### src/logic/mtc_cfg.svh
// Register offsets, field positions, reset values and bus response codes of the timer core.
`ifndef MTC_CFG_SVH
`define MTC_CFG_SVH
`define MTC_OFF_STATUS_CTRL 5'h00
`define MTC_OFF_CNT_HIGH 5'h04
`define MTC_OFF_CNT_LOW 5'h08
`define MTC_OFF_MOD_HIGH 5'h0c
`define MTC_OFF_MOD_LOW 5'h10
`define MTC_ADDR_W 5
`define MTC_BIT_OVF 7
`define MTC_BIT_IRQ_EN 6
`define MTC_BIT_HALT 5
`define MTC_BIT_CNT_RESET 4
`define MTC_SEL_LSB 0
`define MTC_SEL_EXT 3'h7
`define MTC_MOD_RESET 16'hffff
`define MTC_CNT_ZERO 16'h0000
`define MTC_RESP_OKAY 2'h0
`define MTC_RESP_SLVERR 2'h2
`endif

### src/logic/mtc_pkg.sv
// Types shared by the timer core: bus channel carriers and status bundle.
package mtc_pkg;
    typedef struct packed {
        logic [4:0] addr;
        logic [31:0] data;
        logic [3:0] strb;
    } mtc_wreq_s;
    typedef struct packed {
        logic stopped;
        logic halted;
        logic overflow_event;
        logic capture_inhibit;
    } mtc_state_s;
    typedef logic [2:0] mtc_clock_select_t;
endpackage

### src/logic/mtc_timer_core.sv
// Counter core of the six-channel timer unit with an AXI4-Lite register slave.
//
// Contract
// - In low-power stop the timer freezes, keeping registers and counter, then resumes.
// - During debug break the counter halts and input captures are suppressed.
// - With break clear enable low, break-time accesses leave status flags untouched.
// - With break clear enable high, flags cleared during break stay cleared.
// - First clear step before a protected break survives; second step after clears.
// - External clock selected forces the shared pin to input mode.
// - Clock select 000..110 divides bus clock by 1..64; 111 uses external pin.
// - Overflow flag sets when the counter reaches the modulo value.
// - Overflow flag clears only by status read with flag set then zero write.
// - Overflow between the read and the zero write cancels that clear.
// - Overflow interrupt request is flag and enable; reset clears enable.
// - Halt bit stops counting; reset sets it.
// - Halt bit inhibits input captures.
// - Counter-reset bit clears counter and prescaler, self clears, reads zero.
// - Halt and counter-reset written together leave counter halted at zero.
// - High-byte read latches low byte; low-byte read returns it and releases.
// - Repeated high-byte reads keep the latched low byte.
// - Counter registers are read-only, cleared by reset and counter reset.
// - Modulo high write suppresses overflow flag until modulo low is written.
// - Reset loads modulo with all ones.
//
// Behaviour notes for users of this core.
// The overflow flag rises on the tick at which the counter arrives at the modulo value.
// The counter then wraps to zero on the following tick, so one period is modulo plus one.
// A modulo of zero raises the flag only when a higher count wraps naturally to zero; a counter already at zero never arrives at it.
// The modulo high byte is staged; nothing changes until the low byte is written.
// While the high byte is staged the flag is held off, but the pulse toward the
// channels still fires, so channel logic keeps its period during a modulo update.
// Software should reset the counter before changing the modulo; otherwise a new
// modulo below the current count lets the counter run on to the natural wrap.
// The counter low byte latch is released only by a low byte read, also in break.
// A debugger that reads the high byte in break must read the low byte before leaving.
// The flag clear is a two-step sequence: a status read with the flag set arms it,
// and the next status write with the flag bit at zero clears it.
// Any status write disarms, and a new overflow disarms and wins over a clear.
// In a protected break the arm state is frozen so the sequence survives the break.
// The external clock pin is synchronised by two flops, so its high and low times
// must each last at least two bus clocks to be seen as one rising edge.
// Bus writes and reads take a few cycles; the slave never answers combinationally.
// Only the low byte lane carries register data; other lanes are ignored.
// Offsets that map to no register answer with a slave error and read as zero.
// Every output of this module comes straight from a flip-flop.
//
// The placing of the registers and the AXI4-Lite interface to the registers are this design's own decisions.
`timescale 1ns/1ps
`include "mtc_cfg.svh"

module mtc_timer_core #(
    parameter int CNT_W = 16,
    parameter int PRESCALE_W = 6
) (
    input wire logic aclk,
    input wire logic aresetn,
    input wire logic s_axi_awvalid,
    output logic s_axi_awready,
    input wire logic [`MTC_ADDR_W-1:0] s_axi_awaddr,
    input wire logic [2:0] s_axi_awprot,
    input wire logic s_axi_wvalid,
    output logic s_axi_wready,
    input wire logic [31:0] s_axi_wdata,
    input wire logic [3:0] s_axi_wstrb,
    output logic s_axi_bvalid,
    input wire logic s_axi_bready,
    output logic [1:0] s_axi_bresp,
    input wire logic s_axi_arvalid,
    output logic s_axi_arready,
    input wire logic [`MTC_ADDR_W-1:0] s_axi_araddr,
    input wire logic [2:0] s_axi_arprot,
    output logic s_axi_rvalid,
    input wire logic s_axi_rready,
    output logic [31:0] s_axi_rdata,
    output logic [1:0] s_axi_rresp,
    input wire logic stop_mode,
    input wire logic debug_break,
    input wire logic break_clear_enable,
    input wire logic external_timer_clock,
    output logic ext_clock_pin_input,
    output logic [CNT_W-1:0] counter_value,
    output logic overflow_pulse,
    output logic counter_halt,
    output logic capture_inhibit,
    output logic overflow_irq
);
    import mtc_pkg::*;

    // Control and status state.
    logic overflow_flag_reg;
    logic overflow_irq_enable_reg;
    logic counter_halt_reg;
    mtc_clock_select_t clock_select_reg;
    logic [CNT_W-1:0] count_reg;
    logic [CNT_W-1:0] modulo_reg;
    logic [7:0] modulo_high_stage_reg;
    logic modulo_pending_reg;
    logic [7:0] low_latch_reg;
    logic low_latched_reg;
    logic clear_armed_reg;
    logic [PRESCALE_W-1:0] prescale_reg;
    logic ext_sync1_reg;
    logic ext_sync2_reg;
    logic ext_prev_reg;

    // Bus channel state.
    logic aw_held_reg;
    logic w_held_reg;
    mtc_wreq_s wreq_reg;
    logic bvalid_reg;
    logic [1:0] bresp_reg;
    logic rvalid_reg;
    logic [31:0] rdata_reg;
    logic [1:0] rresp_reg;

    // Derived state bundle.
    mtc_state_s st;
    logic tick;
    logic reach;
    logic arrive;
    logic cnt_reset_w;
    logic do_write;
    logic do_read;
    logic wr_hit;
    logic flag_protect;
    logic ovf_set;

    // Byte-offset match used by both the write and read decoders.
    function automatic logic addr_is(input logic [`MTC_ADDR_W-1:0] a,
                                     input logic [`MTC_ADDR_W-1:0] off);
        return a == off;
    endfunction

    function automatic logic is_mapped(input logic [`MTC_ADDR_W-1:0] a);
        return addr_is(a, `MTC_OFF_STATUS_CTRL) || addr_is(a, `MTC_OFF_CNT_HIGH) ||
               addr_is(a, `MTC_OFF_CNT_LOW) || addr_is(a, `MTC_OFF_MOD_HIGH) ||
               a == `MTC_ADDR_W'(`MTC_OFF_MOD_LOW);
    endfunction

    // Write address and data are taken independently, then retired together.
    always_ff @(posedge aclk) begin
        if (!aresetn) begin
            aw_held_reg <= 1'b0;
            w_held_reg <= 1'b0;
            wreq_reg <= '0;
        end else if (do_write) begin
            aw_held_reg <= 1'b0;
            w_held_reg <= 1'b0;
        end else begin
            if (s_axi_awvalid && !aw_held_reg) begin
                aw_held_reg <= 1'b1;
                wreq_reg.addr <= s_axi_awaddr;
            end
            if (s_axi_wvalid && !w_held_reg) begin
                w_held_reg <= 1'b1;
                wreq_reg.data <= s_axi_wdata;
                wreq_reg.strb <= s_axi_wstrb;
            end
        end
    end

    assign do_write = aw_held_reg && w_held_reg && !bvalid_reg;
    assign wr_hit = do_write && wreq_reg.strb[0];
    assign do_read = s_axi_arvalid && s_axi_arready;

    // Ready flags are registered so the outputs come from flip-flops.
    always_ff @(posedge aclk) begin
        if (!aresetn) begin
            s_axi_awready <= 1'b0;
            s_axi_wready <= 1'b0;
            s_axi_arready <= 1'b0;
        end else begin
            s_axi_awready <= !aw_held_reg && !s_axi_awready && s_axi_awvalid;
            s_axi_wready <= !w_held_reg && !s_axi_wready && s_axi_wvalid;
            s_axi_arready <= !rvalid_reg && !s_axi_arready && s_axi_arvalid;
        end
    end

    // Write response: unmapped offsets answer with a slave error.
    always_ff @(posedge aclk) begin
        if (!aresetn) begin
            bvalid_reg <= 1'b0;
            bresp_reg <= `MTC_RESP_OKAY;
        end else if (do_write) begin
            bvalid_reg <= 1'b1;
            bresp_reg <= is_mapped(wreq_reg.addr) ? `MTC_RESP_OKAY : `MTC_RESP_SLVERR;
        end else if (s_axi_bready) begin
            bvalid_reg <= 1'b0;
        end
    end

    // Read data path; the counter low byte comes from the latch while it is held.
    always_ff @(posedge aclk) begin
        if (!aresetn) begin
            rvalid_reg <= 1'b0;
            rdata_reg <= '0;
            rresp_reg <= `MTC_RESP_OKAY;
        end else if (do_read) begin
            rvalid_reg <= 1'b1;
            rresp_reg <= is_mapped(s_axi_araddr) ? `MTC_RESP_OKAY : `MTC_RESP_SLVERR;
            rdata_reg <= '0;
            if (addr_is(s_axi_araddr, `MTC_OFF_STATUS_CTRL)) begin
                rdata_reg[`MTC_BIT_OVF] <= overflow_flag_reg;
                rdata_reg[`MTC_BIT_IRQ_EN] <= overflow_irq_enable_reg;
                rdata_reg[`MTC_BIT_HALT] <= counter_halt_reg;
                rdata_reg[`MTC_SEL_LSB +: 3] <= clock_select_reg;
            end else if (addr_is(s_axi_araddr, `MTC_OFF_CNT_HIGH)) begin
                rdata_reg[7:0] <= count_reg[15:8];
            end else if (addr_is(s_axi_araddr, `MTC_OFF_CNT_LOW)) begin
                rdata_reg[7:0] <= low_latched_reg ? low_latch_reg : count_reg[7:0];
            end else if (addr_is(s_axi_araddr, `MTC_OFF_MOD_HIGH)) begin
                rdata_reg[7:0] <= modulo_reg[15:8];
            end else if (addr_is(s_axi_araddr, `MTC_OFF_MOD_LOW)) begin
                rdata_reg[7:0] <= modulo_reg[7:0];
            end
        end else if (s_axi_rready) begin
            rvalid_reg <= 1'b0;
        end
    end

    // External clock pin passes two flops before the edge detector reads it.
    always_ff @(posedge aclk) begin
        if (!aresetn) begin
            ext_sync1_reg <= 1'b0;
            ext_sync2_reg <= 1'b0;
            ext_prev_reg <= 1'b0;
        end else begin
            ext_sync1_reg <= external_timer_clock;
            ext_sync2_reg <= ext_sync1_reg;
            ext_prev_reg <= ext_sync2_reg;
        end
    end

    // Frozen in stop mode, debug break or halt; counting resumes when all clear.
    assign st.stopped = stop_mode;
    assign st.halted = counter_halt_reg || stop_mode || debug_break;
    assign st.capture_inhibit = counter_halt_reg || debug_break;
    assign cnt_reset_w = wr_hit && addr_is(wreq_reg.addr, `MTC_OFF_STATUS_CTRL) &&
                         wreq_reg.data[`MTC_BIT_CNT_RESET];

    // Tick select: bus clock divided by 2^code, or rising edge of the pin.
    always_comb begin
        if (clock_select_reg == `MTC_SEL_EXT) begin
            tick = ext_sync2_reg && !ext_prev_reg;
        end else if (clock_select_reg == 3'h0) begin
            tick = 1'b1;
        end else begin
            tick = &prescale_reg[clock_select_reg - 3'h1 -: 1] &&
                   (prescale_reg & PRESCALE_W'((1 << clock_select_reg) - 1)) ==
                   PRESCALE_W'((1 << clock_select_reg) - 1);
        end
    end

    // Wrap happens on the tick after the match; the flag rises as the match is reached.
    assign reach = tick && !st.halted && count_reg == modulo_reg;
    assign arrive = tick && !st.halted && !reach && count_reg + CNT_W'(1) == modulo_reg;
    assign st.overflow_event = arrive;
    assign ovf_set = arrive && !modulo_pending_reg;

    // Prescaler runs synchronously and is cleared by counter reset.
    always_ff @(posedge aclk) begin
        if (!aresetn || cnt_reset_w) begin
            prescale_reg <= '0;
        end else if (!st.halted) begin
            prescale_reg <= prescale_reg + PRESCALE_W'(1);
        end
    end

    // Counter: increments per tick and wraps to zero after modulo match.
    always_ff @(posedge aclk) begin
        if (!aresetn || cnt_reset_w) begin
            count_reg <= `MTC_CNT_ZERO;
        end else if (tick && !st.halted) begin
            count_reg <= reach ? `MTC_CNT_ZERO : count_reg + CNT_W'(1);
        end
    end

    // Control bits; a halt written with counter reset leaves the count at zero.
    always_ff @(posedge aclk) begin
        if (!aresetn) begin
            overflow_irq_enable_reg <= 1'b0;
            counter_halt_reg <= 1'b1;
            clock_select_reg <= '0;
        end else if (wr_hit && addr_is(wreq_reg.addr, `MTC_OFF_STATUS_CTRL)) begin
            overflow_irq_enable_reg <= wreq_reg.data[`MTC_BIT_IRQ_EN];
            counter_halt_reg <= wreq_reg.data[`MTC_BIT_HALT];
            clock_select_reg <= wreq_reg.data[`MTC_SEL_LSB +: 3];
        end
    end

    // Modulo pair: high byte is staged and takes effect with the low byte.
    always_ff @(posedge aclk) begin
        if (!aresetn) begin
            modulo_reg <= `MTC_MOD_RESET;
            modulo_high_stage_reg <= 8'(`MTC_MOD_RESET >> 8);
            modulo_pending_reg <= 1'b0;
        end else if (wr_hit && addr_is(wreq_reg.addr, `MTC_OFF_MOD_HIGH)) begin
            modulo_high_stage_reg <= wreq_reg.data[7:0];
            modulo_pending_reg <= 1'b1;
        end else if (wr_hit && wreq_reg.addr == `MTC_ADDR_W'(`MTC_OFF_MOD_LOW)) begin
            modulo_reg <= {modulo_high_stage_reg, wreq_reg.data[7:0]};
            modulo_pending_reg <= 1'b0;
        end
    end

    // Low-byte latch: the first high read captures, later high reads do not.
    always_ff @(posedge aclk) begin
        if (!aresetn) begin
            low_latch_reg <= '0;
            low_latched_reg <= 1'b0;
        end else if (do_read && addr_is(s_axi_araddr, `MTC_OFF_CNT_HIGH)) begin
            if (!low_latched_reg) begin
                low_latch_reg <= count_reg[7:0];
                low_latched_reg <= 1'b1;
            end
        end else if (do_read && addr_is(s_axi_araddr, `MTC_OFF_CNT_LOW)) begin
            low_latched_reg <= 1'b0;
        end
    end

    // Break protection: with clear enable low, accesses in break touch no flag state.
    assign flag_protect = debug_break && !break_clear_enable;

    // Two-step clear; the arming read survives a protected break.
    always_ff @(posedge aclk) begin
        if (!aresetn) begin
            clear_armed_reg <= 1'b0;
        end else if (ovf_set) begin
            clear_armed_reg <= 1'b0;
        end else if (flag_protect) begin
            clear_armed_reg <= clear_armed_reg;
        end else if (do_read && addr_is(s_axi_araddr, `MTC_OFF_STATUS_CTRL)) begin
            clear_armed_reg <= overflow_flag_reg;
        end else if (wr_hit && addr_is(wreq_reg.addr, `MTC_OFF_STATUS_CTRL)) begin
            clear_armed_reg <= 1'b0;
        end
    end

    // Overflow flag: set wins over clear; a zero write clears only when armed.
    always_ff @(posedge aclk) begin
        if (!aresetn) begin
            overflow_flag_reg <= 1'b0;
        end else if (ovf_set) begin
            overflow_flag_reg <= 1'b1;
        end else if (!flag_protect && clear_armed_reg && wr_hit &&
                     addr_is(wreq_reg.addr, `MTC_OFF_STATUS_CTRL) &&
                     !wreq_reg.data[`MTC_BIT_OVF]) begin
            overflow_flag_reg <= 1'b0;
        end
    end

    // Registered outputs toward the pins, channels and interrupt controller.
    always_ff @(posedge aclk) begin
        if (!aresetn) begin
            ext_clock_pin_input <= 1'b0;
            counter_value <= '0;
            overflow_pulse <= 1'b0;
            counter_halt <= 1'b1;
            capture_inhibit <= 1'b1;
            overflow_irq <= 1'b0;
        end else begin
            ext_clock_pin_input <= clock_select_reg == `MTC_SEL_EXT;
            counter_value <= count_reg;
            overflow_pulse <= st.overflow_event;
            counter_halt <= st.halted;
            capture_inhibit <= st.capture_inhibit;
            overflow_irq <= overflow_flag_reg && overflow_irq_enable_reg;
        end
    end

    assign s_axi_bvalid = bvalid_reg;
    assign s_axi_bresp = bresp_reg;
    assign s_axi_rvalid = rvalid_reg;
    assign s_axi_rdata = rdata_reg;
    assign s_axi_rresp = rresp_reg;
endmodule

### config.mk
export PLATFORM = sky130hd
export DESIGN_NAME = mtc_timer_core
export DESIGN_NICKNAME = d
export VERILOG_FILES = /design/src/logic/mtc_pkg.sv /design/src/logic/mtc_timer_core.sv
export VERILOG_INCLUDE_DIRS = /design/src /design/src/logic
export SDC_FILE = /design/constraint.sdc
export NUM_CORES = 1
export LEC_CHECK = 0
export ABC_CLOCK_PERIOD_IN_PS = 3520
export BUFFER_PORTS_ARGS = -buffer_cell sky130_fd_sc_hd__buf_2
export CAP_MARGIN = 20
export CORE_ASPECT_RATIO = 1.4
export CORE_MARGIN = 2
export CORE_UTILIZATION = 55
export DETAILED_ROUTE_END_ITERATION = 10
export PLACE_DENSITY = 0.9
export SYNTH_ARGS = -nofsm -noshare
export SYNTH_HDL_FRONTEND = slang
export SYNTH_SLANG_ARGS = --single-unit
### constraint.sdc
create_clock -name aclk -period 3.52 [get_ports aclk]
set_clock_uncertainty 0.15 [all_clocks]
set_input_delay 0.704 -clock aclk [delete_from_list [all_inputs] [get_ports aclk]]
set_output_delay 0.704 -clock aclk [all_outputs]
set_load 0.01 [all_outputs]
# Word level (Yosys, flattened, before mapping)
# Index checks and enable logic that the tools add are counted.
# word_totals
ff_bits,120
out_inout_bits,62
word_cells,156
# op_classes
n_addsub,4
n_eq_ne,12
shifts,2
muxes,25
bitwise,5
reduce_logical,74
# op_table
op,count
8-bit two-way mux,5
16-bit == test,2
1-bit logical AND,32
"5-bit by 4-bit == test with 1-bit output, second input constant",4
"16-bit by 1-bit adder with 16-bit output, second input constant",1
16-bit two-way mux,1
1-bit logical NOT,15
1-bit two-way mux,14
1-bit logical OR,12
2-bit nonzero test,6
"5-bit by 3-bit == test with 1-bit output, second input constant",2
"5-bit == test, second input constant",2
5-bit logical NOT,2
2-bit AND reduction,4
"6-bit by 1-bit adder with 6-bit output, second input constant",1
6-bit bitwise AND,1
6-bit == test,1
2-bit two-way mux,3
3-bit two-way mux,2
6-bit by 4-bit variable part select with 1-bit output,1
"1-bit by 3-bit left shift with 6-bit output, first input constant",1
"6-bit by 2-bit subtractor with 6-bit output, second input constant",1
1-bit NOT,4
2-bit OR reduction,2
3 further kinds,3

# Logic depth before layout (Yosys ltp)
# Gate-level depths: netlist (run 1).
# depth
depth_word,14
ltp_mapped,9

# Worst setup path after synthesis (run 1)
# OpenSTA, ideal clock, no wires.
# synth_timing
path_type,reg2reg
start,register clock_select_reg[0]
end,register count_reg[15]
setup_ns,0.117
arrival_time_ns,2.419
slack_ns,0.834
path_stages_with_launch,10
n_path_buf,1
synth_period_minus_slack_ns,2.686
path_cell_list,dfxtp_1 inv_1 ha_1 mux4_2 nor2_1 or4_4 o31ai_2 buf_4 o211ai_1 a32o_2
# synth_between
elab_chain_len,10
word_cells_on_any_way,14
# synth_lines
item,line_no,text
from (decl),mtc_timer_core.sv:93,mtc_clock_select_t clock_select_reg;
from (signal assigned),mtc_timer_core.sv:287,clock_select_reg <= wreq_reg.data[`MTC_SEL_LSB +: 3];
1-bit by 3-bit left shift with 6-bit output,"mtc_timer_core.sv:249, mtc_timer_core.sv:250",
6-bit by 2-bit subtractor with 6-bit output,"mtc_timer_core.sv:249, mtc_timer_core.sv:250",
6-bit bitwise AND,mtc_timer_core.sv:249,(prescale_reg & PRESCALE_W'((1 << clock_select_reg) - 1)) ==
6-bit == test,mtc_timer_core.sv:249,
1-bit logical AND,mtc_timer_core.sv:248,tick = &prescale_reg[clock_select_reg - 3'h1 -: 1] &&
1-bit two-way mux,mtc_timer_core.sv:245,end else if (clock_select_reg == 3'h0) begin
1-bit two-way mux *,mtc_timer_core.sv:243,if (clock_select_reg == `MTC_SEL_EXT) begin
1-bit logical AND *,"mtc_timer_core.sv:255, mtc_timer_core.sv:273",
1-bit logical AND,mtc_timer_core.sv:255,assign reach = tick && !st.halted && count_reg == modulo_reg;
16-bit two-way mux,mtc_timer_core.sv:274,count_reg <= reach ? `MTC_CNT_ZERO : count_reg + CNT_W'(1);
to (signal assigned),mtc_timer_core.sv:272,count_reg <= `MTC_CNT_ZERO;
to (signal assigned),mtc_timer_core.sv:274,
to (decl),mtc_timer_core.sv:94,logic [CNT_W-1:0] count_reg;
# Mark *: on every way between the ends. The rest lies on a longest branch, timed or not.
# A chain may end at the register's enable or synchronous reset.

# Worst setup path after layout (run 1)
# layout_timing
start,register clock_select_reg[0]
end,register count_reg[14]
# The elaborated chain is that of the path after synthesis.

==> results of run 1 <==
==> cell families after synthesis <==
family / after synthesis / synth area share [%]
flip-flops: 118 / 40.39
other: 1 / 0.06411
adder cells (fa/ha/maj): 7 / 1.497
AND/OR/NAND/NOR: 272 / 24.90
XOR/XNOR: 32 / 4.791
multiplexers: 35 / 6.225
buffers and inverters: 78 / 7.679
AO/OA/AOI/OAI: 118 / 14.46
==> worst min path at each step <==
stage                        startpoint            end  slack (ps)  cells after the start
after global routing      s_axi_awready  s_axi_awready         290                      1
final                     s_axi_awready  s_axi_awready         260                      1
after floorplan           ext_sync1_reg  ext_sync2_reg         260                      1
after CTS                 s_axi_awready  s_axi_awready         270                      1
after global placement    s_axi_awready  s_axi_awready         250                      1
after detailed placement  s_axi_awready  s_axi_awready         260                      1
==> worst max-delay path, stage by stage (launching register included) <==
cell	delay (ps)
dfxtp_1	480
inv_1	150
ha_1	340
mux4_2	220
nor2_1	50
or4_4	570
o31a_4	350
nor3_4	610
a22o_2	270
==> power groups by stage <==
stage | registers [mW] | logic, mW | clock network (mW)
2_1_floorplan | 1.40 | 0.102 | 0
4_1_cts | 1.38 | 0.127 | 1.62
5_1_grt | 1.38 | 0.142 | 1.69
3_5_place_dp | 1.40 | 0.126 | 0
6_report | 1.38 | 0.130 | 1.61
3_3_place_gp | 1.40 | 0.122 | 0
==> area by class of cell <==
type / count / area (um^2) / area share (%)
Clock inverter: 11 / 103.9 / 1.557
Timing Repair Buffer: 78 / 422.9 / 6.339
Inverter: 5 / 18.77 / 0.2813
Multi-Input combinational cell: 490 / 3138 / 47.04
Sequential cell: 118 / 2362 / 35.41
Clock buffer: 19 / 452.9 / 6.789
Tap cell: 138 / 172.7 / 2.588
==> stage by stage <==
stage          worst slack (ps)  power [mW]  instances  util (%)
6_report                  269.7       3.114        859     64.46
5_1_grt                   152.4       3.212        859     64.46
4_1_cts                   330.4       3.124        858     64.39
3_5_place_dp              385.3       1.530        828     59.01
3_3_place_gp              479.9       1.524        828     59.01
2_1_floorplan             833.7       1.503        686         -
==> metal layers <==
layer  wire, um  GRT usage [%]  vias to the layer above
met5          0              0                        -
met4        821          16.93                        0
met3       1055          6.400                       78
met2       7901          48.06                      307
met1       5651          28.83                     2436
li1           -              -                     2391
==> cell usage after synthesis, drive strengths merged, types with 2 or more instances <==
cell / number
buf: 39
nor2: 51
nor3: 14
and3: 8
a22o: 2
a211o: 6
nor3b: 9
nand4b: 4
nor4: 7
dfxtp: 118
mux2i: 33
nor2b: 4
a311oi: 3
and3b: 2
or2: 4
nand2b: 4
nand2: 88
or4: 4
a221oi: 6
or3: 3
nand3: 30
inv: 5
ha: 7
a31oi: 11
o2111ai: 2
nor4bb: 2
or3b: 2
o211ai: 14
o31ai: 2
a32o: 13
o21ai: 23
and2: 23
xnor2: 17
xor2: 15
clkbuf: 34
nand3b: 4
nand4: 5
a21oi: 27
a22oi: 3
==> run_results.csv, run 1 <==
group,metric,value,unit
sta,finalSetupViolCount,0,
cells_and_area,layout_common_cells,"dfxtp_1, nand2_1, buf_2",
sta,hold_viol,0,
logic_synthesis,synth_async_sr_flop_share,0,%
power_and_ir_drop,comb_power_share,4.2,%
power_and_ir_drop,swShare,22.94,%
logic_synthesis,yosysWarnings,0,
critical_path,r2r_slack,270,ps
clocking,cts.path.max_buffers,2,
cells_and_area,n_antenna_cell,0,
cells_and_area,drive_above_1_share,19.28,%
floorplan,die_x,91.16,um
grt,grt_pass1_wl,24780,um
critical_path,cp_data_arrival_time,3450,ps
grt,grtUsageTotal,27.16,%
critical_path,cp_max_fo,15,
power_and_ir_drop,clock_power_share,51.6,%
route,route.antenna.remaining_nets,0,
power_and_ir_drop,power.share.sequential,44.2,%
power_and_ir_drop,powerDensity,466.7,nW/um^2
min_path,hold_class,"flip-flop to flip-flop",
critical_path,rr_endpoint,"count_reg[14]",
placement,port_buffers,65,
logic_synthesis,yosysSeqAreaShare,40.39,%
power_and_ir_drop,p_sw,714.2,uW
logic_synthesis,ys_ff_latch,118,
floorplan,row_count,44,
clocking,clock_tree.root_cell,"clkbuf_16",
critical_path,critical_path.endpoint,"count_reg[14]",
clocking,cts-resized-gates,0,
floorplan,die_h,126.0,um
sta,worst_hold_slack,264.3,ps
critical_path,reg2reg_depth,8,
route,vias_per_cell,6.068,
route,wl,15430,um
logic_synthesis,synth_area,5849,um^2
critical_path,path_class,"flip-flop to flip-flop",
critical_path,worstPathRequired,3720,ps
clocking,cts.htree.levels,4,
clocking,insertion_delay,410,ps
cells_and_area,area_growth,14.05,%
sta,relSlewSlack,46.24,%
route,drcViolationCount,0,
clocking,clock_sinks,118,
job,maxCapViolCount,0,
power_and_ir_drop,ir_worst_vdd,0.0003745,V
clocking,postCtsHoldBufs,0,
power_and_ir_drop,power_leakage,2.633,nW
logic_synthesis,synth_edf_count,0,
placement,dp_hpwl,10700,um
critical_path,r2r-start,"clock_select_reg[0]",
grt,grt_pass1_vias,5182,
sta,rsz0062_at_grt,"no",
logic_synthesis,yosysUniqueCellTypes,67,
floorplan,core_area,10350,um^2
clocking,cts_buffers,17,
grt,antenna_found_initial,0,
power_and_ir_drop,p_int,2.399,mW
logic_synthesis,yosysTopAreaCell,"dfxtp_1",
cells_and_area,nNetsFinal,780,
route,vias,5212,
cells_and_area,finalInstanceArea,6671,um^2
sta,setup_tns,0,ps
clocking,cts_tree,"built",
floorplan,ios,125,
floorplan,die_area,11490,um^2
sta,max_freq,307.7,MHz
critical_path,startpoint,"clock_select_reg[0]",
critical_path,worstSetupEndpointType,"flip-flop",
cells_and_area,layout_commonest_cell,"dfxtp_1",
sta,slew_violations,0,
clocking,cts.clk_slew.worst_paths,50,ps
sta,finalCritPeriodShare,92.34,%
outcome,run_status,"finished clean",
logic_synthesis,syn_avg_cell_area,8.849,um^2
logic_synthesis,ys.flop_type,"dfxtp_1",
route,drt_iter0_markers,305,
route,wl_per_cell,17.96,um
critical_path,start_kind,"flip-flop",
logic_synthesis,synthTopCellsByArea,"dfxtp_1, mux2i_1, nand2_1, buf_4, nor2_1",
sta,post-route-min-period,3250,ps
placement,postPlaceCellArea,6107,um^2
clocking,cts_setup_buffers,0,
grt,grt_max_degree,45,
route,first_pass_iters,5,
floorplan,start_util,56.52,%
placement,gp_congestion,0.9781,
grt,grt_overflow,0,
logic_synthesis,netlist_instances,661,
logic_synthesis,synth_top_area_share,40.39,%
cells_and_area,fillers,867,
sta,worstMarginPinSlew,800.2,ps
Note: power is estimated with default switching activity, not from simulation.
==> run 2: changes to the inputs <==
Settings changed: ABC_CLOCK_PERIOD_IN_PS 3520 to unset, MAX_ROUTING_LAYER set to met4.
==> run 2 against run 1 <==
Net effect:
- via count is 0.96% lower
- utilization increased by 0.29 points
- hold slack lost 0.83 ps
- final area increased by 0.45%
- setup slack better by 220 ps
- maximum frequency increased by 7.2%
- sequential share of layout area is 0.16 points lower
- critical path depth rose by 1
- largest cell class unchanged
==> run_results.csv, run 2 (synthesis gave the netlist of run 1 again) <==
group,metric,value,unit
outcome,run_status,"finished clean",
route,wl_per_cell,18.33,um
critical_path,worstPathRequired,3680,ps
cells_and_area,drive_above_1_share,19.94,%
power_and_ir_drop,p_sw,824.0,uW
clocking,clock_tree.root_cell,"clkbuf_16",
power_and_ir_drop,comb_power_share,4.2,%
power_and_ir_drop,clock_power_share,52.2,%
cells_and_area,layout_common_cells,"dfxtp_1, nand2_1, buf_2",
floorplan,start_util,56.52,%
sta,finalSetupViolCount,0,
route,route.antenna.remaining_nets,0,
cells_and_area,n_antenna_cell,0,
floorplan,die_area,11490,um^2
critical_path,r2r_slack,490,ps
placement,gp_congestion,0.9344,
clocking,cts.path.max_buffers,2,
sta,final.setup.worst_slack,488.5,ps
min_path,hold_depth,1,
placement,port_buffers,65,
route,wl,15860,um
placement,dp_hpwl,11200,um
grt,grt_pass1_wl,25600,um
floorplan,die_h,126.0,um
sta,worstMarginPinSlew,889.0,ps
grt,antenna_found_initial,0,
clocking,cts-resized-gates,0,
route,drt_iter0_markers,403,
critical_path,start_kind,"flip-flop",
clocking,cts.htree.levels,4,
sta,max_freq,329.9,MHz
clocking,cts_buffers,17,
floorplan,ios,125,
cells_and_area,layout_commonest_cell,"dfxtp_1",
floorplan,die_x,91.16,um
route,vias_per_cell,5.968,
critical_path,path_class,"flip-flop to flip-flop",
grt,grtUsageTotal,29.49,%
grt,grt_max_degree,48,
critical_path,cp_data_arrival_time,3200,ps
critical_path,cp_max_fo,12,
power_and_ir_drop,p_int,2.327,mW
route,drcViolationCount,0,
floorplan,core_area,10350,um^2
grt,grt_overflow,0,
sta,relSlewSlack,40.28,%
power_and_ir_drop,ir_worst_vdd,0.0003640,V
route,vias,5162,
grt,grt_pass1_vias,5133,
power_and_ir_drop,power_leakage,2.669,nW
floorplan,row_count,44,
placement,pre_cts_slack,534.2,ps
critical_path,r2r-start,"clock_select_reg[0]",
power_and_ir_drop,power.share.sequential,43.6,%
min_path,min_to,"s_axi_wready",
clocking,postCtsHoldBufs,0,
sta,rsz0062_at_grt,"no",
sta,post-route-min-period,3032,ps
critical_path,rr_endpoint,"clear_armed_reg",
min_path,hold_path_startpoint,"s_axi_wready",
sta,hold_viol,0,
clocking,cts_setup_buffers,0,
sta,worst_hold_slack,263.5,ps
job,maxCapViolCount,0,
power_and_ir_drop,swShare,26.15,%
clocking,clock_sinks,118,
sta,finalCritPeriodShare,86.12,%
power_and_ir_drop,powerDensity,470.2,nW/um^2
cells_and_area,area_growth,14.57,%
clocking,insertion_delay,430,ps
clocking,cts_tree,"built",
clocking,cts.clk_slew.worst_paths,60,ps
sta,slew_violations,0,
critical_path,worstSetupEndpointType,"flip-flop",
sta,setup_tns,0,ps
cells_and_area,nNetsFinal,784,
min_path,hold_class,"flip-flop to flip-flop",
critical_path,reg2reg_depth,9,
route,first_pass_iters,5,
-- run 2: cell types whose count changed in the layout (fill, tap and decap cells not counted), sizes merged --
cell and delta:
clkbuf -2, inv +9, buf +4, bufinv -1
clkinvlp -4
-- run 2: metrics by stage --
| stage | total power [mW] | area, um^2 | cells | util, % |
|---|---|---|---|---|
| after CTS | 3.153 | 6701 | 865 | 64.75 |
| after detailed placement | 1.532 | 6145 | 833 | 59.37 |
| after global routing | 3.231 | 6701 | 865 | 64.75 |
| final | 3.151 | 6701 | 865 | 64.75 |
| after floorplan | 1.503 | 5943 | 686 | - |
| after global placement | 1.526 | 6145 | 833 | 59.37 |
-- run 2: critical path, stage by stage, from the launching register on --
cell     delay (ps)
dfxtp_1         480
inv_1           150
ha_1            350
mux4_2          220
nor2_1           40
or4_4           550
o31ai_2         190
buf_4           240
nand2_1         110
o41a_1          450
-- run 2: power by group through the flow --
stage	registers, mW	clock network (mW)	logic [mW]
after CTS	1.37	1.65	0.130
after global routing	1.38	1.71	0.146
after floorplan	1.40	0	0.102
after detailed placement	1.40	0	0.129
final	1.37	1.65	0.131
after global placement	1.40	0	0.125
-- run 2: worst max-delay path by stage --
stage | slack, ps | from | endpoint
final | 490 | clock_select_reg[0] | clear_armed_reg
after global routing | 380 | clock_select_reg[0] | clear_armed_reg
after CTS | 500 | clock_select_reg[0] | clear_armed_reg
after detailed placement | 530 | clock_select_reg[0] | clear_armed_reg
after global placement | 570 | clock_select_reg[0] | clear_armed_reg
after floorplan | 830 | clock_select_reg[0] | count_reg[15]
-- run 2: final cells by class --
type	count	area [um^2]
clock buffers	17	425.4
repair buffers	82	452.9
flip-flops and latches	118	2362
fillers	868	3649
well taps	138	172.7
multi-input cells	490	3138
inverters	5	18.77
clock inverters	15	131.4
-- run 2: per-layer routing --
layer	global-route usage [%]	share of wire, %
met1	32.21	38
met2	47.45	49
met3	6.160	6.5
met4	21.12	6.3
met5	-	0
